**config.mk**
```make
export PLATFORM = sky130hd
export DESIGN_NAME = tse_timer_status
export DESIGN_NICKNAME = d
export VERILOG_FILES = /design/src/rtl/tse_pkg.sv /design/src/rtl/tse_timer_status.sv
export SDC_FILE = /design/constraint.sdc
export NUM_CORES = 1
export LEC_CHECK = 0
export ABC_AREA = 1
export BUFFER_PORTS_ARGS = -buffer_cell sky130_fd_sc_hd__buf_2
export CAP_MARGIN = 20
export CORE_MARGIN = 1
export CORE_UTILIZATION = 45
export DETAILED_ROUTE_END_ITERATION = 7
export GPL_TIMING_DRIVEN = 1
export PLACE_DENSITY = 0.73
export SYNTH_ARGS = -nofsm -noshare
export SYNTH_HDL_FRONTEND = slang
export SYNTH_SLANG_ARGS = --single-unit
```
**constraint.sdc**
```tcl
create_clock -name hclk -period 2.5 [get_ports hclk]
set_clock_uncertainty 0.15 [all_clocks]
set_input_delay 0.25 -clock hclk [delete_from_list [all_inputs] [get_ports hclk]]
set_output_delay 0.25 -clock hclk [all_outputs]
set_load 0.005 [all_outputs]
```
**src/rtl/tse_pkg.sv**
```systemverilog
// Package of the timer status and event generation block: map, fields, resets.
// Assumes one 200 MHz clock (hclk) and an AHB-Lite slave port with 32-bit data.
// Contract
// Update flag sets on update, clears on zero-write
// Repetition over/underflow updates while update enabled
// Software reinit updates when source and disable zero
// Trigger reinit updates when source and disable zero
// Output mode: compare match sets channel flag
// Capture sets flag; zero-write or capture read clears
// Capture with flag set raises over-capture flag
// Update-generate write one reinits counter, self-clears
// Update clears prescaler count, keeps division factor
// Software update: down loads reload, else zero
// Channel event-generate write one makes event, self-clears
// Software event, output: flag, interrupt, DMA request
// Software event, input: capture counter, set flag
// Software capture with flag set sets over-capture
// Update interrupt only while flag and enable set
// Writing ones keeps flags; reserved bits read zero
package tse_pkg;

  // Register byte offsets
  localparam logic [7:0] TSE_OFS_CTRL = 8'h00;  // Control: disable, source, direction
  localparam logic [7:0] TSE_OFS_IEN  = 8'h0c;  // Interrupt and DMA enables
  localparam logic [7:0] TSE_OFS_STS  = 8'h10;  // timer_status_flags
  localparam logic [7:0] TSE_OFS_CEG  = 8'h14;  // timer_event_trigger
  localparam logic [7:0] TSE_OFS_CHM  = 8'h18;  // Channel one direction
  localparam logic [7:0] TSE_OFS_CNT  = 8'h24;  // counter_value
  localparam logic [7:0] TSE_OFS_ARR  = 8'h2c;  // auto_reload_value
  localparam logic [7:0] TSE_OFS_CC1  = 8'h34;  // chan1_compare_capture_value

  // Field positions
  localparam int TSE_B_UD   = 0;  // update_disable
  localparam int TSE_B_URS  = 1;  // update_request_source
  localparam int TSE_B_DOWN = 2;  // Count down
  localparam int TSE_B_CTR  = 3;  // Center-aligned
  localparam int TSE_B_UPDATE_IRQ_ENABLE = 0;  // update_irq_enable
  localparam int TSE_B_CIEN = 1;  // chan1_irq_enable
  localparam int TSE_B_CDEN = 9;  // chan1_dma_enable
  localparam int TSE_B_UF   = 0;  // update_flag
  localparam int TSE_B_CF   = 1;  // chan1_event_flag
  localparam int TSE_B_OVC  = 9;  // chan1_overcapture_flag
  localparam int TSE_B_UG   = 0;  // update_generate
  localparam int TSE_B_CG   = 1;  // chan1_event_generate
  localparam int TSE_B_IN   = 0;  // Channel one is input

  // Reset values
  localparam logic [3:0]  TSE_RST_CTRL = 4'h0;
  localparam logic [15:0] TSE_RST_VAL  = 16'h0000;
  localparam logic [15:0] TSE_RST_ARR  = 16'hffff;

  // Bus phase states, Gray coded along idle, wait, done
  typedef enum logic [1:0] {
    TSE_BP_IDLE  = 2'b00,
    TSE_BP_RWAIT = 2'b01,
    TSE_BP_RDONE = 2'b11
  } tse_bus_t;

endpackage : tse_pkg

```
**src/rtl/tse_timer_status.sv**
```systemverilog
// Timer status flags, software event generation and a small counter core.
// Assumes a single-slave AHB-Lite bus on hclk; timer strobes are hclk-synchronous.
`timescale 1ns/1ps
`default_nettype none

module tse_timer_status
  import tse_pkg::*;
#(
  parameter int CW = 16  // Counter width
) (
  // Clock and reset
  input  wire logic          hclk,
  input  wire logic          hresetn,
  // AHB-Lite slave
  input  wire logic          hsel,
  input  wire logic [31:0]   haddr,
  input  wire logic [1:0]    htrans,
  input  wire logic          hwrite,
  input  wire logic [2:0]    hsize,
  input  wire logic [31:0]   hwdata,
  input  wire logic          hready,
  output logic               hreadyout,
  output logic               hresp,
  output logic [31:0]        hrdata,
  // Timer strobes from the same clock domain
  input  wire logic          count_tick,
  input  wire logic          rep_overflow,
  input  wire logic          trigger_reinit,
  input  wire logic          capture_strobe,
  // Event outputs
  output logic               update_event,
  output logic               prescaler_clear,
  output logic               chan1_dma_req,
  output logic               update_irq,
  output logic               irq
);

  ////////////////////////////////////////////////////////////////////////////
  // Declarations

  tse_bus_t          bus_st;          // Bus phase
  tse_bus_t          next_bus_st;     // Next bus phase
  logic              wr_pend;         // Write data phase active
  logic [7:0]        wr_addr;         // Latched write offset
  logic [7:0]        rd_addr;         // Latched read offset
  logic              addr_ok;         // Address phase taken
  logic              rd_sample;       // Read data captured this cycle
  logic [3:0]        ctrl;            // Control bits
  logic [15:0]       ien;             // Enable register
  logic              chan_in;         // Channel one is input
  logic [CW-1:0]     cnt;             // counter_value
  logic [CW-1:0]     arr;             // auto_reload_value
  logic [CW-1:0]     cc1;             // chan1_compare_capture_value
  logic              cnt_dir_dn;      // Center mode direction
  logic              update_flag;     // Update flag
  logic              chan1_flag;      // chan1_event_flag
  logic              ovc_flag;        // chan1_overcapture_flag
  logic              sw_ug;           // Software update request
  logic              sw_cg;           // Software channel event request
  logic              wr_sts;          // Status write
  logic              reinit;          // Counter reinitialise
  logic              upd_ev;          // Update event this cycle
  logic              match_set;       // Compare match
  logic              cap_ev;          // Capture this cycle
  logic              ch1_set;         // Channel flag set
  logic              ch1_clr;         // Channel flag clear
  logic [15:0]       sts_word;        // Status readback
  logic [31:0]       rd_word;         // Read mux

  ////////////////////////////////////////////////////////////////////////////
  // Helpers

  // Decode of one register offset
  function automatic logic is_reg(input logic [7:0] a, input logic [7:0] ofs);
    is_reg = (a == ofs);
  endfunction : is_reg

  // Zero-extend a counter-width value to the bus
  function automatic logic [31:0] ext(input logic [CW-1:0] v);
    ext = 32'h0000_0000;
    ext[CW-1:0] = v;
  endfunction : ext

  ////////////////////////////////////////////////////////////////////////////
  // AHB-Lite slave

  // Address phase accepted
  assign addr_ok = hsel & htrans[1] & hready;
  // Reads take one wait state; writes none
  assign hreadyout = (bus_st != TSE_BP_RWAIT);
  // Response is always OKAY
  assign hresp = 1'b0;
  // Read data sampled in the wait cycle
  assign rd_sample = (bus_st == TSE_BP_RWAIT);

  // Next bus phase
  always_comb begin
    next_bus_st = bus_st;
    case (bus_st)
      TSE_BP_IDLE: begin
        if (addr_ok && !hwrite) begin
          next_bus_st = TSE_BP_RWAIT;
        end
      end
      TSE_BP_RWAIT: begin
        next_bus_st = TSE_BP_RDONE;
      end
      TSE_BP_RDONE: begin
        if (addr_ok && !hwrite) begin
          next_bus_st = TSE_BP_RWAIT;
        end else begin
          next_bus_st = TSE_BP_IDLE;
        end
      end
      default: begin
        next_bus_st = TSE_BP_IDLE;
      end
    endcase
  end

  // Bus phase register
  always_ff @(posedge hclk or negedge hresetn) begin
    if (!hresetn) begin
      bus_st <= TSE_BP_IDLE;
    end else begin
      bus_st <= next_bus_st;
    end
  end

  // Address latches and write pending flag
  always_ff @(posedge hclk or negedge hresetn) begin
    if (!hresetn) begin
      wr_pend <= 1'b0;
      wr_addr <= 8'h00;
      rd_addr <= 8'h00;
    end else begin
      wr_pend <= addr_ok & hwrite;
      if (addr_ok && hwrite) begin
        wr_addr <= haddr[7:0];
      end
      if (addr_ok && !hwrite) begin
        rd_addr <= haddr[7:0];
      end
    end
  end

  // Status word, reserved bits zero
  always_comb begin
    sts_word = 16'h0000;
    sts_word[TSE_B_UF] = update_flag;
    sts_word[TSE_B_CF] = chan1_flag;
    sts_word[TSE_B_OVC] = ovc_flag;
  end

  // Read mux; event trigger reads zero, unmapped reads zero
  always_comb begin
    rd_word = 32'h0000_0000;
    if (is_reg(rd_addr, TSE_OFS_CTRL)) begin
      rd_word[3:0] = ctrl;
    end else if (is_reg(rd_addr, TSE_OFS_IEN)) begin
      rd_word[15:0] = ien;
    end else if (is_reg(rd_addr, TSE_OFS_STS)) begin
      rd_word[15:0] = sts_word;
    end else if (is_reg(rd_addr, TSE_OFS_CHM)) begin
      rd_word[TSE_B_IN] = chan_in;
    end else if (is_reg(rd_addr, TSE_OFS_CNT)) begin
      rd_word = ext(cnt);
    end else if (is_reg(rd_addr, TSE_OFS_ARR)) begin
      rd_word = ext(arr);
    end else if (is_reg(rd_addr, TSE_OFS_CC1)) begin
      rd_word = ext(cc1);
    end
  end

  // Read data register
  always_ff @(posedge hclk or negedge hresetn) begin
    if (!hresetn) begin
      hrdata <= 32'h0000_0000;
    end else if (rd_sample) begin
      hrdata <= rd_word;
    end
  end

  ////////////////////////////////////////////////////////////////////////////
  // Software registers

  // Write strobes; trigger bits act for one cycle only
  assign sw_ug  = wr_pend & is_reg(wr_addr, TSE_OFS_CEG) & hwdata[TSE_B_UG];
  assign sw_cg  = wr_pend & is_reg(wr_addr, TSE_OFS_CEG) & hwdata[TSE_B_CG];
  assign wr_sts = wr_pend & is_reg(wr_addr, TSE_OFS_STS);

  // Control, enables and channel direction
  always_ff @(posedge hclk or negedge hresetn) begin
    if (!hresetn) begin
      ctrl    <= TSE_RST_CTRL;
      ien     <= TSE_RST_VAL;
      chan_in <= 1'b0;
    end else if (wr_pend) begin
      if (is_reg(wr_addr, TSE_OFS_CTRL)) begin
        ctrl <= hwdata[3:0];
      end else if (is_reg(wr_addr, TSE_OFS_IEN)) begin
        ien <= 16'h0000;
        ien[TSE_B_UPDATE_IRQ_ENABLE] <= hwdata[TSE_B_UPDATE_IRQ_ENABLE];
        ien[TSE_B_CIEN] <= hwdata[TSE_B_CIEN];
        ien[TSE_B_CDEN] <= hwdata[TSE_B_CDEN];
      end else if (is_reg(wr_addr, TSE_OFS_CHM)) begin
        chan_in <= hwdata[TSE_B_IN];
      end
    end
  end

  // Auto-reload value
  always_ff @(posedge hclk or negedge hresetn) begin
    if (!hresetn) begin
      arr <= TSE_RST_ARR[CW-1:0];
    end else if (wr_pend && is_reg(wr_addr, TSE_OFS_ARR)) begin
      arr <= hwdata[CW-1:0];
    end
  end

  ////////////////////////////////////////////////////////////////////////////
  // Update events

  // Reinitialise on software request or trigger
  assign reinit = sw_ug | trigger_reinit;
  // Update sources gated by disable; software and trigger also by request source
  assign upd_ev = ~ctrl[TSE_B_UD] & (rep_overflow | ((sw_ug | trigger_reinit) & ~ctrl[TSE_B_URS]));

  // Update flag: set wins over zero-write, ones keep it
  always_ff @(posedge hclk or negedge hresetn) begin
    if (!hresetn) begin
      update_flag <= 1'b0;
    end else if (upd_ev) begin
      update_flag <= 1'b1;
    end else if (wr_sts && !hwdata[TSE_B_UF]) begin
      update_flag <= 1'b0;
    end
  end

  // Update and prescaler count clear pulses
  always_ff @(posedge hclk or negedge hresetn) begin
    if (!hresetn) begin
      update_event    <= 1'b0;
      prescaler_clear <= 1'b0;
    end else begin
      update_event    <= upd_ev;
      prescaler_clear <= upd_ev;
    end
  end

  ////////////////////////////////////////////////////////////////////////////
  // Counter

  // Counter: reinit loads reload when down and not center-aligned, else zero
  always_ff @(posedge hclk or negedge hresetn) begin
    if (!hresetn) begin
      cnt        <= TSE_RST_VAL[CW-1:0];
      cnt_dir_dn <= 1'b0;
    end else if (reinit) begin
      cnt        <= (ctrl[TSE_B_DOWN] && !ctrl[TSE_B_CTR]) ? arr : '0;
      cnt_dir_dn <= 1'b0;
    end else if (wr_pend && is_reg(wr_addr, TSE_OFS_CNT)) begin
      cnt <= hwdata[CW-1:0];
    end else if (count_tick) begin
      if (ctrl[TSE_B_CTR]) begin
        // Center-aligned: up to reload, then down to zero
        if (!cnt_dir_dn) begin
          cnt        <= (cnt >= arr) ? cnt - 1'b1 : cnt + 1'b1;
          cnt_dir_dn <= (cnt >= arr);
        end else begin
          cnt        <= (cnt == '0) ? cnt + 1'b1 : cnt - 1'b1;
          cnt_dir_dn <= (cnt != '0);
        end
      end else if (ctrl[TSE_B_DOWN]) begin
        cnt <= (cnt == '0) ? arr : cnt - 1'b1;
      end else begin
        cnt <= (cnt >= arr) ? '0 : cnt + 1'b1;
      end
    end
  end

  ////////////////////////////////////////////////////////////////////////////
  // Channel one

  // Compare match in output mode
  assign match_set = ~chan_in & count_tick & (cnt == cc1);
  // Capture by strobe or software in input mode
  assign cap_ev = chan_in & (capture_strobe | sw_cg);
  // Flag set sources, software event in output mode
  assign ch1_set = match_set | cap_ev | (~chan_in & sw_cg);
  // Clear by zero-write or by reading the capture value
  assign ch1_clr = (wr_sts & ~hwdata[TSE_B_CF]) | (rd_sample & is_reg(rd_addr, TSE_OFS_CC1));

  // Capture/compare value
  always_ff @(posedge hclk or negedge hresetn) begin
    if (!hresetn) begin
      cc1 <= TSE_RST_VAL[CW-1:0];
    end else if (cap_ev) begin
      cc1 <= cnt;
    end else if (!chan_in && wr_pend && is_reg(wr_addr, TSE_OFS_CC1)) begin
      cc1 <= hwdata[CW-1:0];
    end
  end

  // Channel event flag, set wins over clear
  always_ff @(posedge hclk or negedge hresetn) begin
    if (!hresetn) begin
      chan1_flag <= 1'b0;
    end else if (ch1_set) begin
      chan1_flag <= 1'b1;
    end else if (ch1_clr) begin
      chan1_flag <= 1'b0;
    end
  end

  // Over-capture flag, input mode only
  always_ff @(posedge hclk or negedge hresetn) begin
    if (!hresetn) begin
      ovc_flag <= 1'b0;
    end else if (cap_ev && chan1_flag) begin
      ovc_flag <= 1'b1;
    end else if (wr_sts && !hwdata[TSE_B_OVC]) begin
      ovc_flag <= 1'b0;
    end
  end

  // DMA request pulse on each channel event when enabled
  always_ff @(posedge hclk or negedge hresetn) begin
    if (!hresetn) begin
      chan1_dma_req <= 1'b0;
    end else begin
      chan1_dma_req <= ch1_set & ien[TSE_B_CDEN];
    end
  end

  ////////////////////////////////////////////////////////////////////////////
  // Interrupts

  // Update interrupt request
  assign update_irq = update_flag & ien[TSE_B_UPDATE_IRQ_ENABLE];
  // Combined level, enables act as mask
  assign irq = update_irq | (chan1_flag & ien[TSE_B_CIEN]);
endmodule : tse_timer_status

`default_nettype wire

```
Word level (Yosys, flattened, before mapping)
Index checks and enable logic that the tools add are counted.
- muxes and demuxes: 38
- multiply operators: 0
- shifts and indexed selects: 0
- div/mod/pow operators: 0
- reductions and logical operators: 31
- magnitude comparators: 1
- bitwise logic cells: 31
- add/subtract/negate cells: 2
- equal/unequal tests: 19
- operators by type and width (kind ; number):
    $mux 16 ; 18
    $mux 32 ; 2
    $eq 8x6->1 const B ; 6
    $eq 8x5->1 const B ; 5
    $mux 31 ; 1
    $mux 28 ; 1
    $and 1x1->1 ; 18
    $add 16x1->16 const B ; 1
    $eq 16x16->1 ; 1
    $eq 8x4->1 const B ; 2
    $ge 16x16->1 ; 1
    $logic_not 16->1 ; 1
    $logic_not 8->1 ; 2
    $reduce_bool 16->1 ; 1
    $sub 16x1->16 const B ; 1
    $mux 1 ; 13
    $reduce_bool 2->1 ; 6
    $logic_and 1x1->1 ; 10
    $or 1x1->1 ; 7
    $not 1->1 ; 6
    $pmux 2 s3 ; 1
    $reduce_and 3->1 ; 2
    $logic_not 1->1 ; 5
    $mux 4 ; 1
    other kinds (9) ; 10
- word-level logic and storage cells: 139
- flip-flop bits (word level): 113
- RAM bits: 0
- memories kept: 0
- output and inout bits: 39
- bits in latches: 0
- bits of input ports: 78
- memory bits (read-only): 0

Longest topological paths before layout
Gate-level depths: netlist of the first run.
- depth in word-level cells: 8
- depth in mapped cells: 18
- gate-level depth less buffers: 18

Least setup slack after synthesis of the first run
OpenSTA, ideal clock, no wires.
- path type: register to register
- start point: reg arr[15]
- end point: reg cnt[10]
- path slack: 0.206 ns
- data arrival time: 2.028 ns
- period minus slack after synthesis: 2.294 ns
- library setup time: 0.116 ns
- data required time: 2.234 ns
- cell stages (with the launch flop): 14
- buffers on the path: 1
- cells stage by stage: dfstp_2 inv_1 ha_1 a21oi_1 o21ai_1 nor2_2 nand3_2 nand2_4 buf_6 nand2_1 o211ai_1 nand2_1 nand2_1 nand2_1
- cells in the longest elaborated chain, start to end: 7
- elaborated cells on any way between the ends: 9
- classes of those cells: order compare: 1; mux: 8
- RTL lines (element ; RTL line ; RTL):
    start: declaration ; tse_timer_status.sv:52 ; logic [CW-1:0] arr;
    start signal: assignment ; tse_timer_status.sv:215 ; arr <= TSE_RST_ARR[CW-1:0];
    start signal: assignment ; tse_timer_status.sv:217 ; arr <= hwdata[CW-1:0];
    $ge 16x16->1 * ; tse_timer_status.sv:268, tse_timer_status.sv:277 ;
    $mux 16, on equally long branches ; tse_timer_status.sv:277, tse_timer_status.sv:268 ;
    $mux 16, on equally long branches ; tse_timer_status.sv:274, tse_timer_status.sv:267 ;
    $mux 16 * ; tse_timer_status.sv:265 ; if (ctrl[TSE_B_CTR]) begin
    $mux 16 * ; tse_timer_status.sv:264 ; end else if (count_tick) begin
    $mux 16 * ; tse_timer_status.sv:262 ; end else if (wr_pend && is_reg(wr_addr, TSE_OFS_CNT)) begin
    $mux 16 * ; tse_timer_status.sv:259 ; end else if (reinit) begin
    end signal: assignment ; tse_timer_status.sv:260 ; cnt <= (ctrl[TSE_B_DOWN] && !ctrl[TSE_B_CTR]) ? arr : '0;
    end signal: assignment ; tse_timer_status.sv:263 ; cnt <= hwdata[CW-1:0];
    end signal: assignment ; tse_timer_status.sv:268 ; cnt <= (cnt >= arr) ? cnt - 1'b1 : cnt + 1'b1;
    end: declaration ; tse_timer_status.sv:51 ; logic [CW-1:0] cnt;
Mark *: on every way between the ends. The rest lies on a longest branch, timed or not. The select of a mux whose other input is x is not followed.
A chain may end at the register's enable or synchronous reset.

Worst setup path in the final report of the first run
Same ends and word-level chain as after synthesis.

==> flow_metrics.py, run 1 <==
metrics = {
    "logic_synthesis": {
        "ys_async_sr_fraction_pct": 100,
        "yosys_warnings": 0,
        "synth_area_sq_um": 7150,
        "synthSimpleGateAreaFrac_pct": 30.6,
        "syn_inst": 1017,
        "synth-adder-area-share_pct": 3.32,
        "synth_top_family_by_area": "simple AND/OR/NAND/NOR gates",
        "seq_area_frac_synth_pct": 34.2,
        "synth_compound_area_share_pct": 16.2,
        "avgSynthCellArea_sq_um": 7.03,
        "synth-edff-count": 0,
        "synth_xor_xnor_area_share_pct": 2.78,
        "yosys_most_used_dff": "dfrtp_1",
        "ys_ff_latch": 97,
        "yosysUniqueCellTypes": 46,
        "synthMuxAreaShare_pct": 0,
    },
    "clock_tree": {
        "cts.sinks": 97,
        "cts_tree": "done",
        "cts_max_path_buffers": 2,
        "htree_levels": 3,
        "cts_inserted_buffers": 9,
        "path_clk_slew_ns": 0.07,
        "insertion_delay_ns": 0.35,
        "root_buffer": "clkbuf_16",
    },
    "min_path": {
        "hold_path_class": "in -> reg",
        "holdPathEnd": "prescaler_clear",
        "holdPathStages": 3,
        "hp-start": "rep_overflow",
    },
    "layout": {
        "syn_to_final_growth_pct": 17.9,
        "diodes": 0,
        "ff_latch_area_sq_um": 2450,
        "fin_nets": 1216,
        "drive_gt1_share_pct": 21.3,
        "multiInputGateArea_sq_um": 4020,
        "final_cells": 1335,
        "nFillCells": 1455,
    },
    "die": {
        "num_rows": 45,
        "fp.coreArea_sq_um": 15400,
        "die_w_um": 128,
        "die_h_um": 128,
        "pin_count": 117,
        "initial_core_util_pct": 46.5,
        "die-area_sq_um": 16400,
    },
    "power_and_ir_drop": {
        "powerDensity_nw_per_um2": 946,
        "power.total_mw": 7.98,
        "ir_drop_uv": 474,
        "p_leak_nw": 4.42,
    },
    "global_routing": {
        "first_global_vias": 6779,
        "grt_antenna_before_repair": 0,
        "track_usage_pct": 29.2,
        "grt-ovfl-total": 0,
        "grt_pass1_wl_mm": 36.2,
        "grt_max_degree": 45,
    },
    "timing": {
        "fin_crit_ns": 2.41,
        "rsz0062_at_grt": "yes",
        "drv_slew": 0,
        "slew_headroom_pct": 59.2,
        "finalCritPeriodShare_pct": 96.3,
        "tightest_slew_ns": 0.610,
        "finalHoldViolCount": 0,
        "setup_viol": 0,
        "fmax_ghz": 0.415,
    },
    "place": {
        "port_buffers": 55,
        "dp_hpwl_mm": 17.6,
        "dp.cells": 1313,
        "place_congestion": 0.973,
    },
    "critical_path": {
        "crit_fanout": 5,
        "r2r_slack_ns": 0.09,
        "critPathLaunchType": "register",
        "cp.arrival_ns": 2.51,
        "worstSetupEndpointType": "register",
        "r2r-end": "cnt[10]",
        "rr_startpoint": "arr[15]",
        "rr_worst_depth": 14,
        "cp-startpoint": "arr[15]",
        "required_ns": 2.60,
        "critPathKind": "reg -> reg",
    },
    "run_status": {
        "outcome": "finished, final reports clean",
    },
    "route": {
        "drt-pass1-iter-count": 6,
        "num_vias": 7286,
        "route.detailed.drc": 0,
        "drtIter0Drc": 776,
        "via_per_inst": 5.46,
        "wl_mm": 23.2,
        "wire_per_inst_um": 17.3,
        "ant_nets": 0,
    },
    "run": {
        "maxCapViolations": 0,
    },
}
==> state kept, by name, summed over array words and instances, names as in the netlist, 2 cells and up <==
register / count
arr: 16
cc1: 16
cnt: 16
hrdata: 16
rd_addr: 8
wr_addr: 8
ctrl: 4
ien: 3
bus_st: 2
==> Yosys cell counts (all sizes together), types with 8 or more instances <==
| cell type | instances | area [sq um] |
|---|---|---|
| clkbuf | 13 | 48.8 |
| nand2 | 310 | 1220 |
| nor3 | 18 | 123 |
| ha | 19 | 238 |
| dfstp | 16 | 420 |
| xor2 | 18 | 173 |
| nor2 | 66 | 352 |
| o211ai | 14 | 105 |
| o22ai | 8 | 50.1 |
| o21ai | 98 | 490 |
| nand3 | 69 | 360 |
| o221ai | 18 | 158 |
| dfrtp | 81 | 2030 |
| nand4 | 15 | 109 |
| buf | 45 | 349 |
| inv | 136 | 513 |
| a21oi | 48 | 244 |
==> worst max-delay path, cell delays in order, from the launching register on <==
cell and delay [ns]:
dfstp_2 0.53, inv_1 0.05, ha_1 0.32, nand4_1 0.18
nor2_2 0.21, nand2_2 0.13, nand2_2 0.12, nor2_2 0.04
buf_4 0.16, nand2_1 0.06, nand2_1 0.06, a21oi_2 0.11
nand2_1 0.06, nand2_1 0.06, nand2_1 0.04
==> layout make-up <==
cell class / count / area share, %
well taps: 211 / 3.13
multi-input cells: 740 / 47.6
flip-flops and latches: 97 / 29.0
inverters: 138 / 6.17
clock buffers: 10 / 2.71
clock inverters: 6 / 0.608
repair buffers: 133 / 10.7
==> cell families (layout without fill, tap and decap cells) <==
kind of cell	Yosys count	in the layout
flip-flops	97	97
buffers and inverters	196	287
other	1	17
AO/OA/AOI/OAI	200	200
adder cells (fa/ha/maj)	19	19
XOR/XNOR	21	21
AND/OR/NAND/NOR	483	483
==> worst max path at each step <==
| stage | end | slack (ns) | depth (start not counted) |
|---|---|---|---|
| 2_1_floorplan | cnt[10] | 0.21 | 13 |
| 3_3_place_gp | cnt[13] | 0.09 | 12 |
| 3_5_place_dp | cnt[9] | 0.07 | 12 |
| 4_1_cts | cnt[12] | 0.04 | 12 |
| 5_1_grt | cnt[1] | -0.02 | 12 |
| 6_report | cnt[10] | 0.09 | 14 |
==> stage by stage <==
| step | worst slack [ns] | instance area [sq um] | util [%] | setup TNS (ns) | hold slack [ns] |
|---|---|---|---|---|---|
| floorplan | 0.206 | 7210 | - | 0 | -0.196 |
| global placement | 0.0856 | 7920 | 51.6 | 0 | 0.141 |
| detailed placement | 0.0721 | 7920 | 51.6 | 0 | 0.139 |
| CTS | 0.0432 | 8240 | 53.6 | 0 | 0.00456 |
| global route | -0.0244 | 8440 | 54.9 | -0.0537 | 0.00801 |
| finish | 0.0928 | 8440 | 54.9 | 0 | 0.000911 |
==> where the power goes <==
part           internal [mW]  switching, mW  leakage (nW)
Clock                  0.691          0.635         0.139
Sequential              2.09          0.386          1.16
Combinational           1.59           2.58          3.12
Total                   4.37           3.61          4.42
==> per-layer routing <==
metal | vias up | track usage (%) | wire [um]
met5 | - | 0 | 0
met4 | 0 | 12.0 | 745
met3 | 53 | 4.05 | 1910
met2 | 358 | 48.0 | 11000
met1 | 3384 | 38.7 | 9550
li1 | 3491 | - | -
==> cell usage in the layout (no fill, tap or decap), drive strengths merged, types with 2 or more instances in the layout <==
master | synthesis | routed
nand4 | 15 | 15
o31ai | 4 | 4
o2111ai | 4 | 4
xnor2 | 3 | 3
dfrtp | 81 | 81
o211ai | 14 | 14
dfstp | 16 | 16
buf | 45 | 129
clkinv | 2 | 5
nor2 | 66 | 66
xor2 | 18 | 18
nand3 | 69 | 69
or2 | 2 | 2
dlygate4sd3 | 0 | 4
conb | 1 | 17
o21ai | 98 | 98
inv | 136 | 139
o221ai | 18 | 18
nand2 | 310 | 310
o22ai | 8 | 8
ha | 19 | 19
o21bai | 4 | 4
nor3 | 18 | 18
a21oi | 48 | 48
clkbuf | 13 | 10
==> what timing repair did <==
action	4_1_cts	5_1_grt
buffers inserted	0	2
hold endpoints to repair	37	0
resized for setup	0	31
endpoints found under the setup margin	0	15
hold buffers	4	0
Note: power is estimated with default switching activity, not from simulation.
==> inputs of run 2 (changes only) <==
Settings changed: PLACE_DENSITY 0.73 to 0.75.
Clock period 2.5 ns to 2.3 ns, I/O delays scaled along.
==> flow_metrics.py, run 2 (synthesis results as in run 1) <==
metrics = {
    "run_status": {
        "outcome": "complete, but fails checks",
        "violations": "setup timing",
    },
    "timing": {
        "finalCritPeriodShare_pct": 104,
        "finalHoldViolCount": 0,
        "rsz0062_at_grt": "yes",
        "drv_slew": 0,
        "fmax_ghz": 0.417,
        "slew_headroom_pct": 66.2,
        "tightest_slew_ns": 0.506,
        "setup_slack_ns": -0.0987,
        "fin_crit_ns": 2.40,
        "setup_viol": 15,
    },
    "place": {
        "dp.cells": 1325,
        "port_buffers": 55,
        "place_congestion": 0.965,
        "dp_hpwl_mm": 17.8,
        "placed_area_sq_um": 8080,
    },
    "critical_path": {
        "cp.arrival_ns": 2.51,
        "rr_worst_depth": 14,
        "worstSetupEndpointType": "register",
        "r2r_slack_ns": -0.1,
        "rr_startpoint": "arr[14]",
        "critPathLaunchType": "register",
        "cp-startpoint": "arr[14]",
        "r2r-end": "cnt[8]",
        "crit_fanout": 5,
        "critPathKind": "reg -> reg",
        "required_ns": 2.41,
    },
    "clock_tree": {
        "path_clk_slew_ns": 0.08,
        "cts_inserted_buffers": 9,
        "root_buffer": "clkbuf_16",
        "insertion_delay_ns": 0.36,
        "cts.sinks": 97,
        "htree_levels": 3,
        "cts_max_path_buffers": 2,
        "cts_tree": "done",
    },
    "global_routing": {
        "grt_pass1_wl_mm": 37.7,
        "grt_max_degree": 46,
        "first_global_vias": 7183,
        "grt_antenna_before_repair": 0,
        "grt-ovfl-total": 0,
        "track_usage_pct": 30.3,
    },
    "layout": {
        "final_common_cell": "nand2_1",
        "nFillCells": 1435,
        "fin_area_sq_um": 8860,
        "syn_to_final_growth_pct": 23.9,
        "multiInputGateArea_sq_um": 4150,
        "ff_latch_area_sq_um": 2450,
        "drive_gt1_share_pct": 24.2,
        "fin_nets": 1236,
        "final_cells": 1356,
        "final_cell_mix": "nand2_1 (286), inv_1 (116), dfrtp_1 (81)",
    },
    "min_path": {
        "hp-start": "hwdata[13]",
        "holdPathStages": 3,
        "holdPathEnd": "arr[13]",
        "hold_path_class": "in -> reg",
    },
    "die": {
        "initial_core_util_pct": 46.5,
        "fp.coreArea_sq_um": 15400,
        "num_rows": 45,
        "die_h_um": 128,
        "die_w_um": 128,
        "die-area_sq_um": 16400,
        "pin_count": 117,
    },
    "route": {
        "num_vias": 7461,
        "wire_per_inst_um": 17.5,
        "wl_mm": 23.7,
        "drtIter0Drc": 705,
        "via_per_inst": 5.50,
        "ant_nets": 0,
        "drt-pass1-iter-count": 5,
        "route.detailed.drc": 0,
    },
    "power_and_ir_drop": {
        "p_leak_nw": 4.59,
        "powerDensity_nw_per_um2": 1050,
        "ir_drop_uv": 567,
    },
    "run": {
        "maxCapViolations": 0,
    },
}
-- run 2: cell types whose count changed in the layout (fill, tap and decap cells not counted), moves of 4 or more --
| cell | change |
|---|---|
| buf_4 | +5 |
| nand3_2 | +6 |
| nand3_1 | -6 |
| ha_1 | -4 |
| ha_4 | +4 |
| nand2_4 | +5 |
| inv_1 | -5 |
| dlygate4sd3_1 | +6 |
| nand2_1 | -8 |
| buf_12 | +5 |
-- run 2: worst max-delay path, stage by stage, from the launching register on --
cell     delay [ns]
dfstp_2        0.56
inv_2          0.06
ha_4           0.26
nand4_1        0.21
nor2_4         0.23
nand2_4        0.10
nand2_4        0.09
nor2_2         0.05
buf_6          0.14
nand2_4        0.05
nand2_2        0.05
a21oi_2        0.14
nand2_1        0.08
nand2_1        0.07
nand2_1        0.04
-- run 2: layout make-up --
cell class | instances | share of cell area, %
antenna | 1 | 0.0282
clock buffer | 9 | 2.54
clock inverter | 7 | 1.20
inverter | 138 | 5.96
multi-input combinational | 740 | 46.8
sequential | 97 | 27.6
tap | 211 | 2.98
timing repair buffer | 153 | 12.9
-- run 2: worst max-delay path by stage --
stage                   end  slack, ns
CTS                  cnt[1]     -0.009
global route        cnt[11]      -0.20
detailed placement  cnt[15]      -0.12
finish               cnt[8]       -0.1
floorplan           cnt[10]      0.006
global placement     cnt[1]      -0.06
-- run 2: stage by stage --
step	setup WS, ns	hold slack (ns)	util (%)	TNS, ns	power (mW)
2_1_floorplan	0.00596	-0.216	-	0	5.46
3_3_place_gp	-0.0579	0.0497	52.5	-0.378	6.97
3_5_place_dp	-0.123	0.0529	52.5	-1.00	7.04
4_1_cts	-0.00891	0.00513	56.9	-0.0125	9.05
5_1_grt	-0.202	0.0173	57.6	-2.21	9.95
6_report	-0.0987	0.0147	57.7	-0.673	9.33
-- run 2: timing repair --
action / CTS / global route
hold endpoints to repair: 39 / 0
hold buffers: 10 / 0
resized for setup: 38 / 29
pin swaps: 18 / 26
gates cloned: 0 / 1
setup endpoints to repair: 16 / 24
setup buffers: 2 / 1
-- run 2: power breakdown --
group	switching [mW]	internal, mW
registers	0.415	2.27
clock network	0.743	0.978
logic	2.97	1.95
total	4.13	5.20
-- run 2: metal layers --
| layer | global-route usage [%] | part of all wire [%] | up-vias |
|---|---|---|---|
| li1 | - | - | 3540 |
| met1 | 38.3 | 40 | 3450 |
| met2 | 49.5 | 47 | 392 |
| met3 | 6.97 | 9.0 | 79 |
| met4 | 13.4 | 4.4 | 0 |
| met5 | 0 | 0 | - |
